===== src/ccs_pkg.sv =====
/*
  Package for the configuration control sequencer, plus the serial clock
  divider that the sequencer instantiates.
  Assumes a single 100 MHz system clock standing in for the internal
  configuration oscillator, and an asynchronous active-high reset.
*/
`default_nettype none

package ccs_pkg;
  // ==========================================================
  // timing
  localparam int CLK_PERIOD_NS = 10;
  localparam int SPI_PWR_DELAY_US = 100;
  localparam int SPI_PWR_DELAY_CYC =
    (SPI_PWR_DELAY_US * 1000 + CLK_PERIOD_NS - 1) / CLK_PERIOD_NS;
  localparam logic [5:0] WAKE_CYCLES = 6'h31;
  localparam logic [3:0] SCK_HALF_SLOW = 4'h4;
  localparam logic [3:0] SCK_HALF_FAST = 4'h2;
  localparam logic [31:0] FAST_FLAG_BIT = 32'h0000_0007;

  // ==========================================================
  // register map
  localparam logic [7:0] ADDR_CTRL = 8'h00;
  localparam logic [7:0] ADDR_LEN = 8'h04;
  localparam logic [7:0] ADDR_STATUS = 8'h08;
  localparam logic [7:0] ADDR_BITCNT = 8'h0c;
  localparam logic [1:0] CTRL_RST = 2'h1;
  localparam int CTRL_OTP_EN = 0;
  localparam int CTRL_FORCE_SLOW = 1;
  localparam logic [31:0] LEN_RST = 32'h0000_0100;
  localparam int ST_MODE_LSB = 0;
  localparam int ST_FAST = 2;
  localparam int ST_DONE = 3;
  localparam int ST_PIO = 4;
  localparam int ST_STATE_LSB = 8;

  // ==========================================================
  // types
  typedef enum logic [1:0] {
    MODE_NONE, MODE_MASTER, MODE_OTP, MODE_SLAVE
  } ccs_mode_t;

  typedef enum logic [1:0] {
    ST_HOLD, ST_LOAD, ST_WAKE, ST_USER
  } ccs_state_t;
endpackage : ccs_pkg

// ============================================================
// serial clock divider: equal high and low halves
module ccs_sck_div (
  // clock and reset
  input wire logic clk,
  input wire logic rst,
  // control
  input wire logic run,
  input wire logic fast,
  // clock and edge pulses
  output logic sck_q,
  output logic rise_q,
  output logic fall_q
);
  logic [3:0] cnt_q, cnt_d;
  logic sck_d, rise_d, fall_d, fast_q, fast_d;
  logic [3:0] half;
  logic toggle;

  always_comb begin
    half = fast_q ? ccs_pkg::SCK_HALF_FAST : ccs_pkg::SCK_HALF_SLOW;
    toggle = run && (cnt_q == half - 4'h1);
    cnt_d = toggle ? 4'h0 : (run ? cnt_q + 4'h1 : 4'h0);
    sck_d = run ? (toggle ? !sck_q : sck_q) : 1'b0;
    rise_d = toggle && !sck_q;
    fall_d = toggle && sck_q;
    // speed changes only at a falling edge or while stopped, so no half is ever cut short
    fast_d = (!run || (toggle && sck_q)) ? fast : fast_q;
  end

  always_ff @(posedge clk or posedge rst) begin
    if (rst) begin
      cnt_q <= 4'h0;
      sck_q <= 1'b0;
      rise_q <= 1'b0;
      fall_q <= 1'b0;
      fast_q <= 1'b0;
    end else begin
      cnt_q <= cnt_d;
      sck_q <= sck_d;
      rise_q <= rise_d;
      fall_q <= fall_d;
      fast_q <= fast_d;
    end
  end
endmodule : ccs_sck_div

`default_nettype wire


===== src/ccs_config_seq.sv =====
/*
  Configuration control sequencer: power-good and reset qualification,
  mode selection, configuration clocking, completion and I/O release,
  with an APB register slave.
  Assumes ccs_pkg.sv is compiled first; pins from outside arrive
  asynchronously and are synchronised here; the on-chip one-time memory
  runs on CLK.
*/
// The APB register port and the address map are this design's own decisions.
`default_nettype none

// What this block does
// - config reset low keeps the sequencer in reset; the APB registers keep their values
// - config reset rising restarts configuration as from cold power-up
// - completion releases the done pull-down so the pin floats high
// - programmable I/O enabled 49 configuration clocks after completion
// - master flash and one-time memory modes clock from internal oscillator
// - slave mode clocks configuration from the external serial clock
// - oscillator starts slow; a bitstream flag may switch it fast
// - oscillator and flash serial clock have equal high and low time
// - held in reset until every supply-good indication is high
// - extra timeout after flash supply good before reset release
// - configuration begins only once power-on reset is released
// - master mode drives serial clock and select to the flash
// - slave-select pin sampled on reset exit chooses self-load or slave
// - self-load uses enabled programmed one-time memory, else flash
module ccs_config_seq #(
  parameter int SPI_PWR_DELAY_CYC = ccs_pkg::SPI_PWR_DELAY_CYC
) (
  // clock and reset
  input wire logic CLK,
  input wire logic RST,
  // apb slave
  input wire logic PSEL,
  input wire logic PENABLE,
  input wire logic PWRITE,
  input wire logic [7:0] PADDR,
  input wire logic [31:0] PWDATA,
  output logic [31:0] PRDATA,
  output logic PREADY,
  output logic PSLVERR,
  // supply monitors and reset pin
  input wire logic VCC_GOOD,
  input wire logic SPI_VCC_GOOD,
  input wire logic IO_VCC_GOOD,
  input wire logic VPP_GOOD,
  input wire logic CONFIG_RESET_N,
  // open-drain completion pin
  output logic CONFIG_COMPLETE_O,
  output logic CONFIG_COMPLETE_OE,
  // serial configuration pins
  input wire logic SS_I,
  output logic SS_O,
  output logic SS_OE,
  input wire logic SCK_I,
  output logic SCK_O,
  output logic SCK_OE,
  input wire logic SI,
  // on-chip one-time memory
  input wire logic OTP_PROGRAMMED,
  input wire logic OTP_BIT,
  output logic OTP_NEXT,
  // configuration data and user release
  output logic CFG_BIT,
  output logic CFG_BIT_VLD,
  output logic PROGRAMMABLE_IO_EN
);
  // ==========================================================
  // helpers
  function automatic logic addr_hit(input logic [7:0] a);
    addr_hit = (a == ccs_pkg::ADDR_CTRL) || (a == ccs_pkg::ADDR_LEN) ||
               (a == ccs_pkg::ADDR_STATUS) || (a == ccs_pkg::ADDR_BITCNT);
  endfunction : addr_hit

  // ==========================================================
  // pin synchronisers
  // bit order: 7 reset_n, 6..3 supplies, 2 ss, 1 sck, 0 si
  logic [7:0] pin_s1_q, pin_s2_q;
  logic sck_s3_q;
  logic cfg_rst_n_s, sup_all_s, spi_good_s, ss_s, sck_s, si_s;
  logic sck_rise;

  always_ff @(posedge CLK or posedge RST) begin
    if (RST) begin
      pin_s1_q <= 8'h00;
      pin_s2_q <= 8'h00;
      sck_s3_q <= 1'b0;
    end else begin
      pin_s1_q <= {CONFIG_RESET_N, VCC_GOOD, SPI_VCC_GOOD, IO_VCC_GOOD,
                   VPP_GOOD, SS_I, SCK_I, SI};
      pin_s2_q <= pin_s1_q;
      sck_s3_q <= pin_s2_q[1];
    end
  end

  always_comb begin
    cfg_rst_n_s = pin_s2_q[7];
    sup_all_s = &pin_s2_q[6:3];
    spi_good_s = pin_s2_q[5];
    ss_s = pin_s2_q[2];
    sck_s = pin_s2_q[1];
    si_s = pin_s2_q[0];
    sck_rise = sck_s && !sck_s3_q;
  end

  // ==========================================================
  // flash supply power-up timeout
  logic [23:0] pwr_cnt_q, pwr_cnt_d;
  logic pwr_ok_q, pwr_ok_d;

  always_comb begin
    pwr_cnt_d = pwr_cnt_q;
    pwr_ok_d = pwr_ok_q;
    if (!spi_good_s) begin
      pwr_cnt_d = 24'h000000;
      pwr_ok_d = 1'b0;
    end else if (pwr_cnt_q == 24'(SPI_PWR_DELAY_CYC - 1)) begin
      pwr_ok_d = 1'b1;
    end else begin
      pwr_cnt_d = pwr_cnt_q + 24'h000001;
    end
  end

  always_ff @(posedge CLK or posedge RST) begin
    if (RST) begin
      pwr_cnt_q <= 24'h000000;
      pwr_ok_q <= 1'b0;
    end else begin
      pwr_cnt_q <= pwr_cnt_d;
      pwr_ok_q <= pwr_ok_d;
    end
  end

  // ==========================================================
  // registers and divider
  logic [1:0] ctrl_q, ctrl_d;
  logic [31:0] len_q, len_d;
  ccs_pkg::ccs_state_t st_q, st_d;
  ccs_pkg::ccs_mode_t mode_q, mode_d;
  logic fast_q, fast_d, done_q, done_d, pio_q, pio_d;
  logic [31:0] bitcnt_q, bitcnt_d;
  logic [5:0] wake_q, wake_d;
  logic config_complete_oe_d, ss_oe_d, sck_oe_d, bit_d, vld_d, otp_next_d;
  logic hold, osc_mode, bit_tick, cfg_tick, bit_val, div_run;
  logic div_sck, div_rise, div_fall;

  // the divider stands in for the internal oscillator's serial clock
  ccs_sck_div u_div (
    .clk(CLK),
    .rst(RST),
    .run(div_run),
    .fast(fast_q),
    .sck_q(div_sck),
    .rise_q(div_rise),
    .fall_q(div_fall)
  );

  // ==========================================================
  // configuration sequencer
  always_comb begin
    hold = !cfg_rst_n_s || !sup_all_s || !pwr_ok_q;
    osc_mode = (mode_q == ccs_pkg::MODE_MASTER) ||
               (mode_q == ccs_pkg::MODE_OTP);
    // the last wake pulse finishes its high half before the divider stops
    div_run = osc_mode && (st_q == ccs_pkg::ST_LOAD ||
                           st_q == ccs_pkg::ST_WAKE ||
                           (st_q == ccs_pkg::ST_USER && div_sck));
    // data are taken on the fall, before the synchronised input shows the flash's next bit
    bit_tick = osc_mode ? div_fall : sck_rise;
    cfg_tick = osc_mode ? div_rise : sck_rise;
    bit_val = (mode_q == ccs_pkg::MODE_OTP) ? OTP_BIT : si_s;
    st_d = st_q;
    mode_d = mode_q;
    fast_d = fast_q;
    done_d = done_q;
    pio_d = pio_q;
    bitcnt_d = bitcnt_q;
    wake_d = wake_q;
    bit_d = CFG_BIT;
    vld_d = 1'b0;
    otp_next_d = 1'b0;
    if (hold) begin
      // every sequencer register except CFG_BIT returns to its power-up value
      st_d = ccs_pkg::ST_HOLD;
      mode_d = ccs_pkg::MODE_NONE;
      fast_d = 1'b0;
      done_d = 1'b0;
      pio_d = 1'b0;
      bitcnt_d = 32'h0000_0000;
      wake_d = 6'h00;
    end else begin
      case (st_q)
        ccs_pkg::ST_HOLD: begin
          st_d = ccs_pkg::ST_LOAD;
          if (!ss_s) begin
            mode_d = ccs_pkg::MODE_SLAVE;
          end else if (OTP_PROGRAMMED && ctrl_q[ccs_pkg::CTRL_OTP_EN]) begin
            mode_d = ccs_pkg::MODE_OTP;
          end else begin
            mode_d = ccs_pkg::MODE_MASTER;
          end
        end
        ccs_pkg::ST_LOAD: begin
          if (bit_tick) begin
            bit_d = bit_val;
            vld_d = 1'b1;
            otp_next_d = (mode_q == ccs_pkg::MODE_OTP);
            bitcnt_d = bitcnt_q + 32'h0000_0001;
            if (bitcnt_q == ccs_pkg::FAST_FLAG_BIT && bit_val && osc_mode &&
                !ctrl_q[ccs_pkg::CTRL_FORCE_SLOW]) begin
              fast_d = 1'b1;
            end
            if (bitcnt_d == len_q) begin
              done_d = 1'b1;
              st_d = ccs_pkg::ST_WAKE;
            end
          end
        end
        ccs_pkg::ST_WAKE: begin
          if (cfg_tick) begin
            wake_d = wake_q + 6'h01;
            if (wake_q == ccs_pkg::WAKE_CYCLES - 6'h01) begin
              pio_d = 1'b1;
              st_d = ccs_pkg::ST_USER;
            end
          end
        end
        ccs_pkg::ST_USER: begin
          st_d = ccs_pkg::ST_USER;
        end
        default: begin
          st_d = ccs_pkg::ST_HOLD;
        end
      endcase
    end
    config_complete_oe_d = !done_d;
    ss_oe_d = (st_d == ccs_pkg::ST_LOAD) &&
              (mode_d == ccs_pkg::MODE_MASTER);
    sck_oe_d = (mode_d == ccs_pkg::MODE_MASTER) &&
               (st_d == ccs_pkg::ST_LOAD ||
                st_d == ccs_pkg::ST_WAKE);
  end

  always_ff @(posedge CLK or posedge RST) begin
    if (RST) begin
      st_q <= ccs_pkg::ST_HOLD;
      mode_q <= ccs_pkg::MODE_NONE;
      fast_q <= 1'b0;
      done_q <= 1'b0;
      pio_q <= 1'b0;
      bitcnt_q <= 32'h0000_0000;
      wake_q <= 6'h00;
      CONFIG_COMPLETE_OE <= 1'b1;
      SS_OE <= 1'b0;
      SCK_OE <= 1'b0;
      CFG_BIT <= 1'b0;
      CFG_BIT_VLD <= 1'b0;
      OTP_NEXT <= 1'b0;
    end else begin
      st_q <= st_d;
      mode_q <= mode_d;
      fast_q <= fast_d;
      done_q <= done_d;
      pio_q <= pio_d;
      bitcnt_q <= bitcnt_d;
      wake_q <= wake_d;
      CONFIG_COMPLETE_OE <= config_complete_oe_d;
      SS_OE <= ss_oe_d;
      SCK_OE <= sck_oe_d;
      CFG_BIT <= bit_d;
      CFG_BIT_VLD <= vld_d;
      OTP_NEXT <= otp_next_d;
    end
  end

  // open-drain pins only ever pull low; select is low while driven
  always_comb begin
    CONFIG_COMPLETE_O = 1'b0;
    SS_O = 1'b0;
    SCK_O = div_sck;
    PROGRAMMABLE_IO_EN = pio_q;
  end

  // ==========================================================
  // apb slave, one wait state
  logic pready_d, pslverr_d;
  logic [31:0] prdata_d;
  logic acc, wr;

  always_comb begin
    acc = PSEL && PENABLE && !PREADY;
    wr = PSEL && PENABLE && PREADY && PWRITE;
    pready_d = acc;
    pslverr_d = acc && !addr_hit(PADDR);
    prdata_d = 32'h0000_0000;
    ctrl_d = ctrl_q;
    len_d = len_q;
    if (acc && !PWRITE) begin
      case (PADDR)
        ccs_pkg::ADDR_CTRL: prdata_d = {30'h0, ctrl_q};
        ccs_pkg::ADDR_LEN: prdata_d = len_q;
        ccs_pkg::ADDR_STATUS: begin
          prdata_d[ccs_pkg::ST_MODE_LSB +: 2] = mode_q;
          prdata_d[ccs_pkg::ST_FAST] = fast_q;
          prdata_d[ccs_pkg::ST_DONE] = done_q;
          prdata_d[ccs_pkg::ST_PIO] = pio_q;
          prdata_d[ccs_pkg::ST_STATE_LSB +: 2] = st_q;
        end
        ccs_pkg::ADDR_BITCNT: prdata_d = bitcnt_q;
        default: prdata_d = 32'h0000_0000;
      endcase
    end
    if (wr && PADDR == ccs_pkg::ADDR_CTRL) begin
      ctrl_d = PWDATA[1:0];
    end
    if (wr && PADDR == ccs_pkg::ADDR_LEN) begin
      len_d = PWDATA;
    end
  end

  always_ff @(posedge CLK or posedge RST) begin
    if (RST) begin
      PREADY <= 1'b0;
      PSLVERR <= 1'b0;
      PRDATA <= 32'h0000_0000;
      ctrl_q <= ccs_pkg::CTRL_RST;
      len_q <= ccs_pkg::LEN_RST;
    end else begin
      PREADY <= pready_d;
      PSLVERR <= pslverr_d;
      PRDATA <= prdata_d;
      ctrl_q <= ctrl_d;
      len_q <= len_d;
    end
  end
endmodule : ccs_config_seq

`default_nettype wire


===== config.mk =====
export PLATFORM = sky130hd
export DESIGN_NAME = ccs_config_seq
export DESIGN_NICKNAME = d
export VERILOG_FILES = /design/src/ccs_pkg.sv /design/src/ccs_config_seq.sv
export SDC_FILE = /design/constraint.sdc
export NUM_CORES = 1
export LEC_CHECK = 0
export BUFFER_PORTS_ARGS = -buffer_cell sky130_fd_sc_hd__buf_2
export CORE_MARGIN = 4
export CORE_UTILIZATION = 59
export DETAILED_ROUTE_END_ITERATION = 6
export PLACE_DENSITY = 0.8
export RECOVER_POWER = 100
export SYNTH_ARGS = -nofsm -noshare
export SYNTH_HDL_FRONTEND = slang
export SYNTH_SLANG_ARGS = --single-unit

===== constraint.sdc =====
create_clock -name CLK -period 6.7 [get_ports CLK]
set_input_delay 0.335 -clock CLK [delete_from_list [all_inputs] [get_ports CLK]]
set_output_delay 0.335 -clock CLK [all_outputs]
set_load 0.02 [all_outputs]

==> results_tabular.tex <==
\begin{tabular}{lr}
\hline
Metric & Value \\
\hline
\multicolumn{2}{l}{\textbf{Timing}} \\
\quad Transition time of the tightest slew-check pin & 4.23 ns \\
\quad Final clock period utilization by the worst path & 62.9\% \\
\quad Sum of negative setup slack & 0 ns \\
\quad Total count of max-transition violations in the final report & 221 \\
\quad Unrepaired setup endpoints after global routing & no \\
\quad Endpoints failing setup & 0 \\
\quad Slew HR & -184\% \\
\quad WHS & 0.0158 ns \\
\quad Shortest period the worst path allows & 4.21 ns \\
\quad Worst Clk Skew & 0.0131 ns \\
\quad PnR worst setup slack & 2.49 ns \\
\quad Timing-limited maximum frequency & 0.237 GHz \\
\quad Final Hold Fails & 0 \\
\multicolumn{2}{l}{\textbf{Detailed routing}} \\
\quad Final ANT Viol Nets & 0 \\
\quad Highest metal layer used by the detailed router & met4 \\
\quad Detailed-routed wire length on met2 & 8990 um \\
\quad Vias after detailed routing & 6780 \\
\quad Final routed wire length divided by cell count & 17.7 um \\
\quad Routed wire length on met3 & 1580 um \\
\quad Met1 wire length & 9260 um \\
\quad Number of violations reported at the end of detailed-routing iteration 0 & 840 \\
\quad First-pass detailed-route iteration total & 5 \\
\quad Vias per Instance & 5.94 \\
\quad Final wirelength & 20200 um \\
\quad Residual DRC & 0 \\
\multicolumn{2}{l}{\textbf{Synth}} \\
\quad Synthesized netlist cell count & 867 \\
\quad Count of flip-flops with a built-in enable after synthesis & 0 \\
\quad \#FFs+latches synth & 169 \\
\quad Number of distinct standard cells referenced by the synthesized netlist & 65 \\
\quad Mean instance size in the synthesized netlist & 10.0 um2 \\
\quad Main synth FF type & sky130\_fd\_sc\_hd\_\_dfrtp\_1 \\
\quad Syn Std Cell Area & 8690 um2 \\
\quad Warnings, synthesis & 0 \\
\quad Async SR Flop Fraction & 100\% \\
\quad Sequential cell area fraction in the yosys report & 48.7\% \\
\multicolumn{2}{l}{\textbf{Floorplanning}} \\
\quad Initial core utilization & 60.0\% \\
\quad Die Span Y & 129 um \\
\quad I/O pin count & 99 \\
\quad Die Wd & 129 um \\
\quad Area enclosed by the die boundary & 16700 um2 \\
\quad Core footprint & 14500 um2 \\
\quad Standard-cell rows & 44 \\
\multicolumn{2}{l}{\textbf{Clocking}} \\
\quad Maximum level of the CTS H-tree & 4 \\
\quad Number of instances resized during post-cts repair & 0 \\
\quad TritonCTS clock tree & built \\
\quad Clock transition at the registers of the reported paths & 0.07 ns \\
\quad Setup bufs post-CTS & 0 \\
\quad Clk sink count & 169 \\
\quad Worst skew pair latency & 0.43 ns \\
\quad Maximum clock path buffer count & 2 \\
\quad Number of buffers inserted during clock tree synthesis & 17 \\
\quad Cts-stage hold buffer count & 6 \\
\quad Clock Root Buffer & sky130\_fd\_sc\_hd\_\_clkbuf\_16 \\
\multicolumn{2}{l}{\textbf{Final layout}} \\
\quad Most used cells in the layout excluding fill and tap cells & sky130\_fd\_sc\_hd\_\_dfrtp\_1, sky130\_fd\_sc\_hd\_\_nor2\_1, sky130\_fd\_sc\_hd\_\_nand2\_1, sky130\_fd\_sc\_hd\_\_buf\_2, sky130\_fd\_sc\_hd\_\_xnor2\_1 \\
\quad Fraction of final layout cells with drive strength greater than 1 & 15.1\% \\
\quad Total number of nets in the final design & 1013 \\
\quad Most frequent standard cell in the layout excluding fill and tap cells & sky130\_fd\_sc\_hd\_\_dfrtp\_1 \\
\quad Antenna cell count & 0 \\
\quad Final instance area & 9740 um2 \\
\quad Area Growth Syn to Fin & 12.1\% \\
\multicolumn{2}{l}{\textbf{Critical path}} \\
\quad Category of the worst setup path capture point & register \\
\quad Length in cells of the worst reg-to-reg path & 10 \\
\quad Worst Path Required & 7.02 ns \\
\quad Worst setup path category & input port to register \\
\quad Maximum fanout along the worst path & 28 \\
\quad Nature of the critical path startpoint & input port \\
\quad Arrival @ worst endpoint & 4.53 ns \\
\multicolumn{2}{l}{\textbf{Global routing}} \\
\quad GRT Residual Overflow & 0 \\
\quad Maximum number of pins on one net before global-route repair & 102 \\
\quad Vias in the first global route & 6492 \\
\quad First-pass GRT wire length & 33300 um \\
\quad Number of antenna violations at the first check in global routing & 0 \\
\quad All-layer global routing usage & 25.2\% \\
\multicolumn{2}{l}{\textbf{Power}} \\
\quad Leakage component of the power & 4.10 nW \\
\quad Peak supply drop & 0.184 mV \\
\quad P per Cell Area & 209 nW/um2 \\
\multicolumn{2}{l}{\textbf{Placement}} \\
\quad Placed Instance Area & 9200 um2 \\
\quad Last weighted congestion value of the routability-driven placer & 0.967 \\
\quad Count of input and output buffers & 96 \\
\quad Worst slack after detailed placement & 3.04 ns \\
\quad Sum of net half-perimeters after detailed placement & 14100 um \\
\multicolumn{2}{l}{\textbf{Run status}} \\
\quad Violated checks & capacitance limit, slew limit \\
\quad Outcome & finished with violations \\
\multicolumn{2}{l}{\textbf{Hold path}} \\
\quad Cell depth of the worst hold path & 1 \\
\quad Type of the tightest min-delay check & input port to register \\
\multicolumn{2}{l}{\textbf{Job}} \\
\quad Maximum capacitance violations & 3 \\
\hline
\end{tabular}
kinds of logic (layout without fill, tap and decap cells):
logic type                 after synthesis  after routing  share of synthesized area, %
adders and majority gates               13             13                          1.87
and+or+nand+nor                        366            366                          22.4
muxes                                   44             44                          5.65
DFF                                    169            169                          48.7
other                                    1              2                        0.0432
AOI/OAI and AO/OA                      122            122                          9.10
buffers and inverters                   68            158                          3.77
xor gates and xnor gates                84             84                          8.47
sequential cells by signal, indices dropped and copies added, names as in the netlist, 2 cells and up:
signal       cells
PRDATA          32
bitcnt_q        32
len_q           32
pwr_cnt_q       24
pin_s1_q         8
pin_s2_q         8
wake_q           6
u_div.cnt_q      4
ctrl_q           2
mode_q           2
st_q             2
synth_stat cells (12+ instances only):
cell	number	area, um2
sky130_fd_sc_hd__dfrtp_1	166	4150
sky130_fd_sc_hd__nor2_1	100	375
sky130_fd_sc_hd__nand2_1	61	229
sky130_fd_sc_hd__xnor2_1	51	447
sky130_fd_sc_hd__mux2_2	40	450
sky130_fd_sc_hd__xor2_1	33	289
sky130_fd_sc_hd__a21oi_1	31	155
sky130_fd_sc_hd__nand3_1	31	155
sky130_fd_sc_hd__a22oi_1	30	225
sky130_fd_sc_hd__clkbuf_1	29	109
sky130_fd_sc_hd__o21ai_0	28	140
sky130_fd_sc_hd__nand4_1	26	163
sky130_fd_sc_hd__nor3_1	24	120
sky130_fd_sc_hd__or3_1	23	144
sky130_fd_sc_hd__and2_1	22	138
sky130_fd_sc_hd__nor4_1	20	125
sky130_fd_sc_hd__inv_1	18	67.6
sky130_fd_sc_hd__ha_1	13	163
sky130_fd_sc_hd__and3_1	12	75.1
metal layers:
layer	global-route usage, %	vias to the layer above
met3	6.02	36
li1	-	3205
met2	36.7	277
met5	0	-
met4	8.15	0
met1	37.5	3262
final cells by class:
cell class	instances	area [um2]
fill	1148	4740
sequential	169	4230
multi-input combinational	631	4130
timing repair buffer	108	519
clock buffer	23	468
tap	184	230
clock inverter	9	93.8
inverter	18	68.8
report_power, final:
group          switching, mW  internal (mW)
Sequential           0.00641           1.03
Clock                  0.406          0.535
Combinational         0.0364         0.0206
worst max-delay path: stages:
cell and delay (ns):
sky130_fd_sc_hd__buf_2 0.09, sky130_fd_sc_hd__nor4_1 0.25, sky130_fd_sc_hd__nand2_1 0.15, sky130_fd_sc_hd__nor3b_1 0.20, sky130_fd_sc_hd__clkbuf_1 1.07, sky130_fd_sc_hd__inv_1 0.10
sky130_fd_sc_hd__nor2_1 0.77, sky130_fd_sc_hd__clkbuf_1 1.10, sky130_fd_sc_hd__mux2_2 0.43
per-stage QoR:
step | power (mW) | cells | util (%)
finish | 2.03 | 1142 | 67.3
global route | 2.10 | 1142 | 67.3
CTS | 2.05 | 1142 | 67.8
detailed placement | 1.11 | 1104 | 63.5
global placement | 1.11 | 1104 | 63.5
floorplan | 1.08 | 868 | -
worst paths after layout:
path	startpoint	endpoint	slack [ns]
max in group asynchronous	RST	u_div.fall_q$_DFF_PP0_	2.61
hold reg to reg	pin_s1_q[2]$_DFF_PP0_	pin_s2_q[2]$_DFF_PP0_	0.35
hold / removal	VPP_GOOD	pin_s1_q[3]$_DFF_PP0_	0.02
setup reg to reg	bitcnt_q[0]$_DFFE_PP0P_	SCK_OE$_DFF_PP0_	2.81
setup / recovery	PADDR[5]	len_q[25]$_DFFE_PP0P_	2.49
min in group asynchronous	RST	bitcnt_q[12]$_DFFE_PP0P_	1.18
Power figures use the tool's default switching activity.
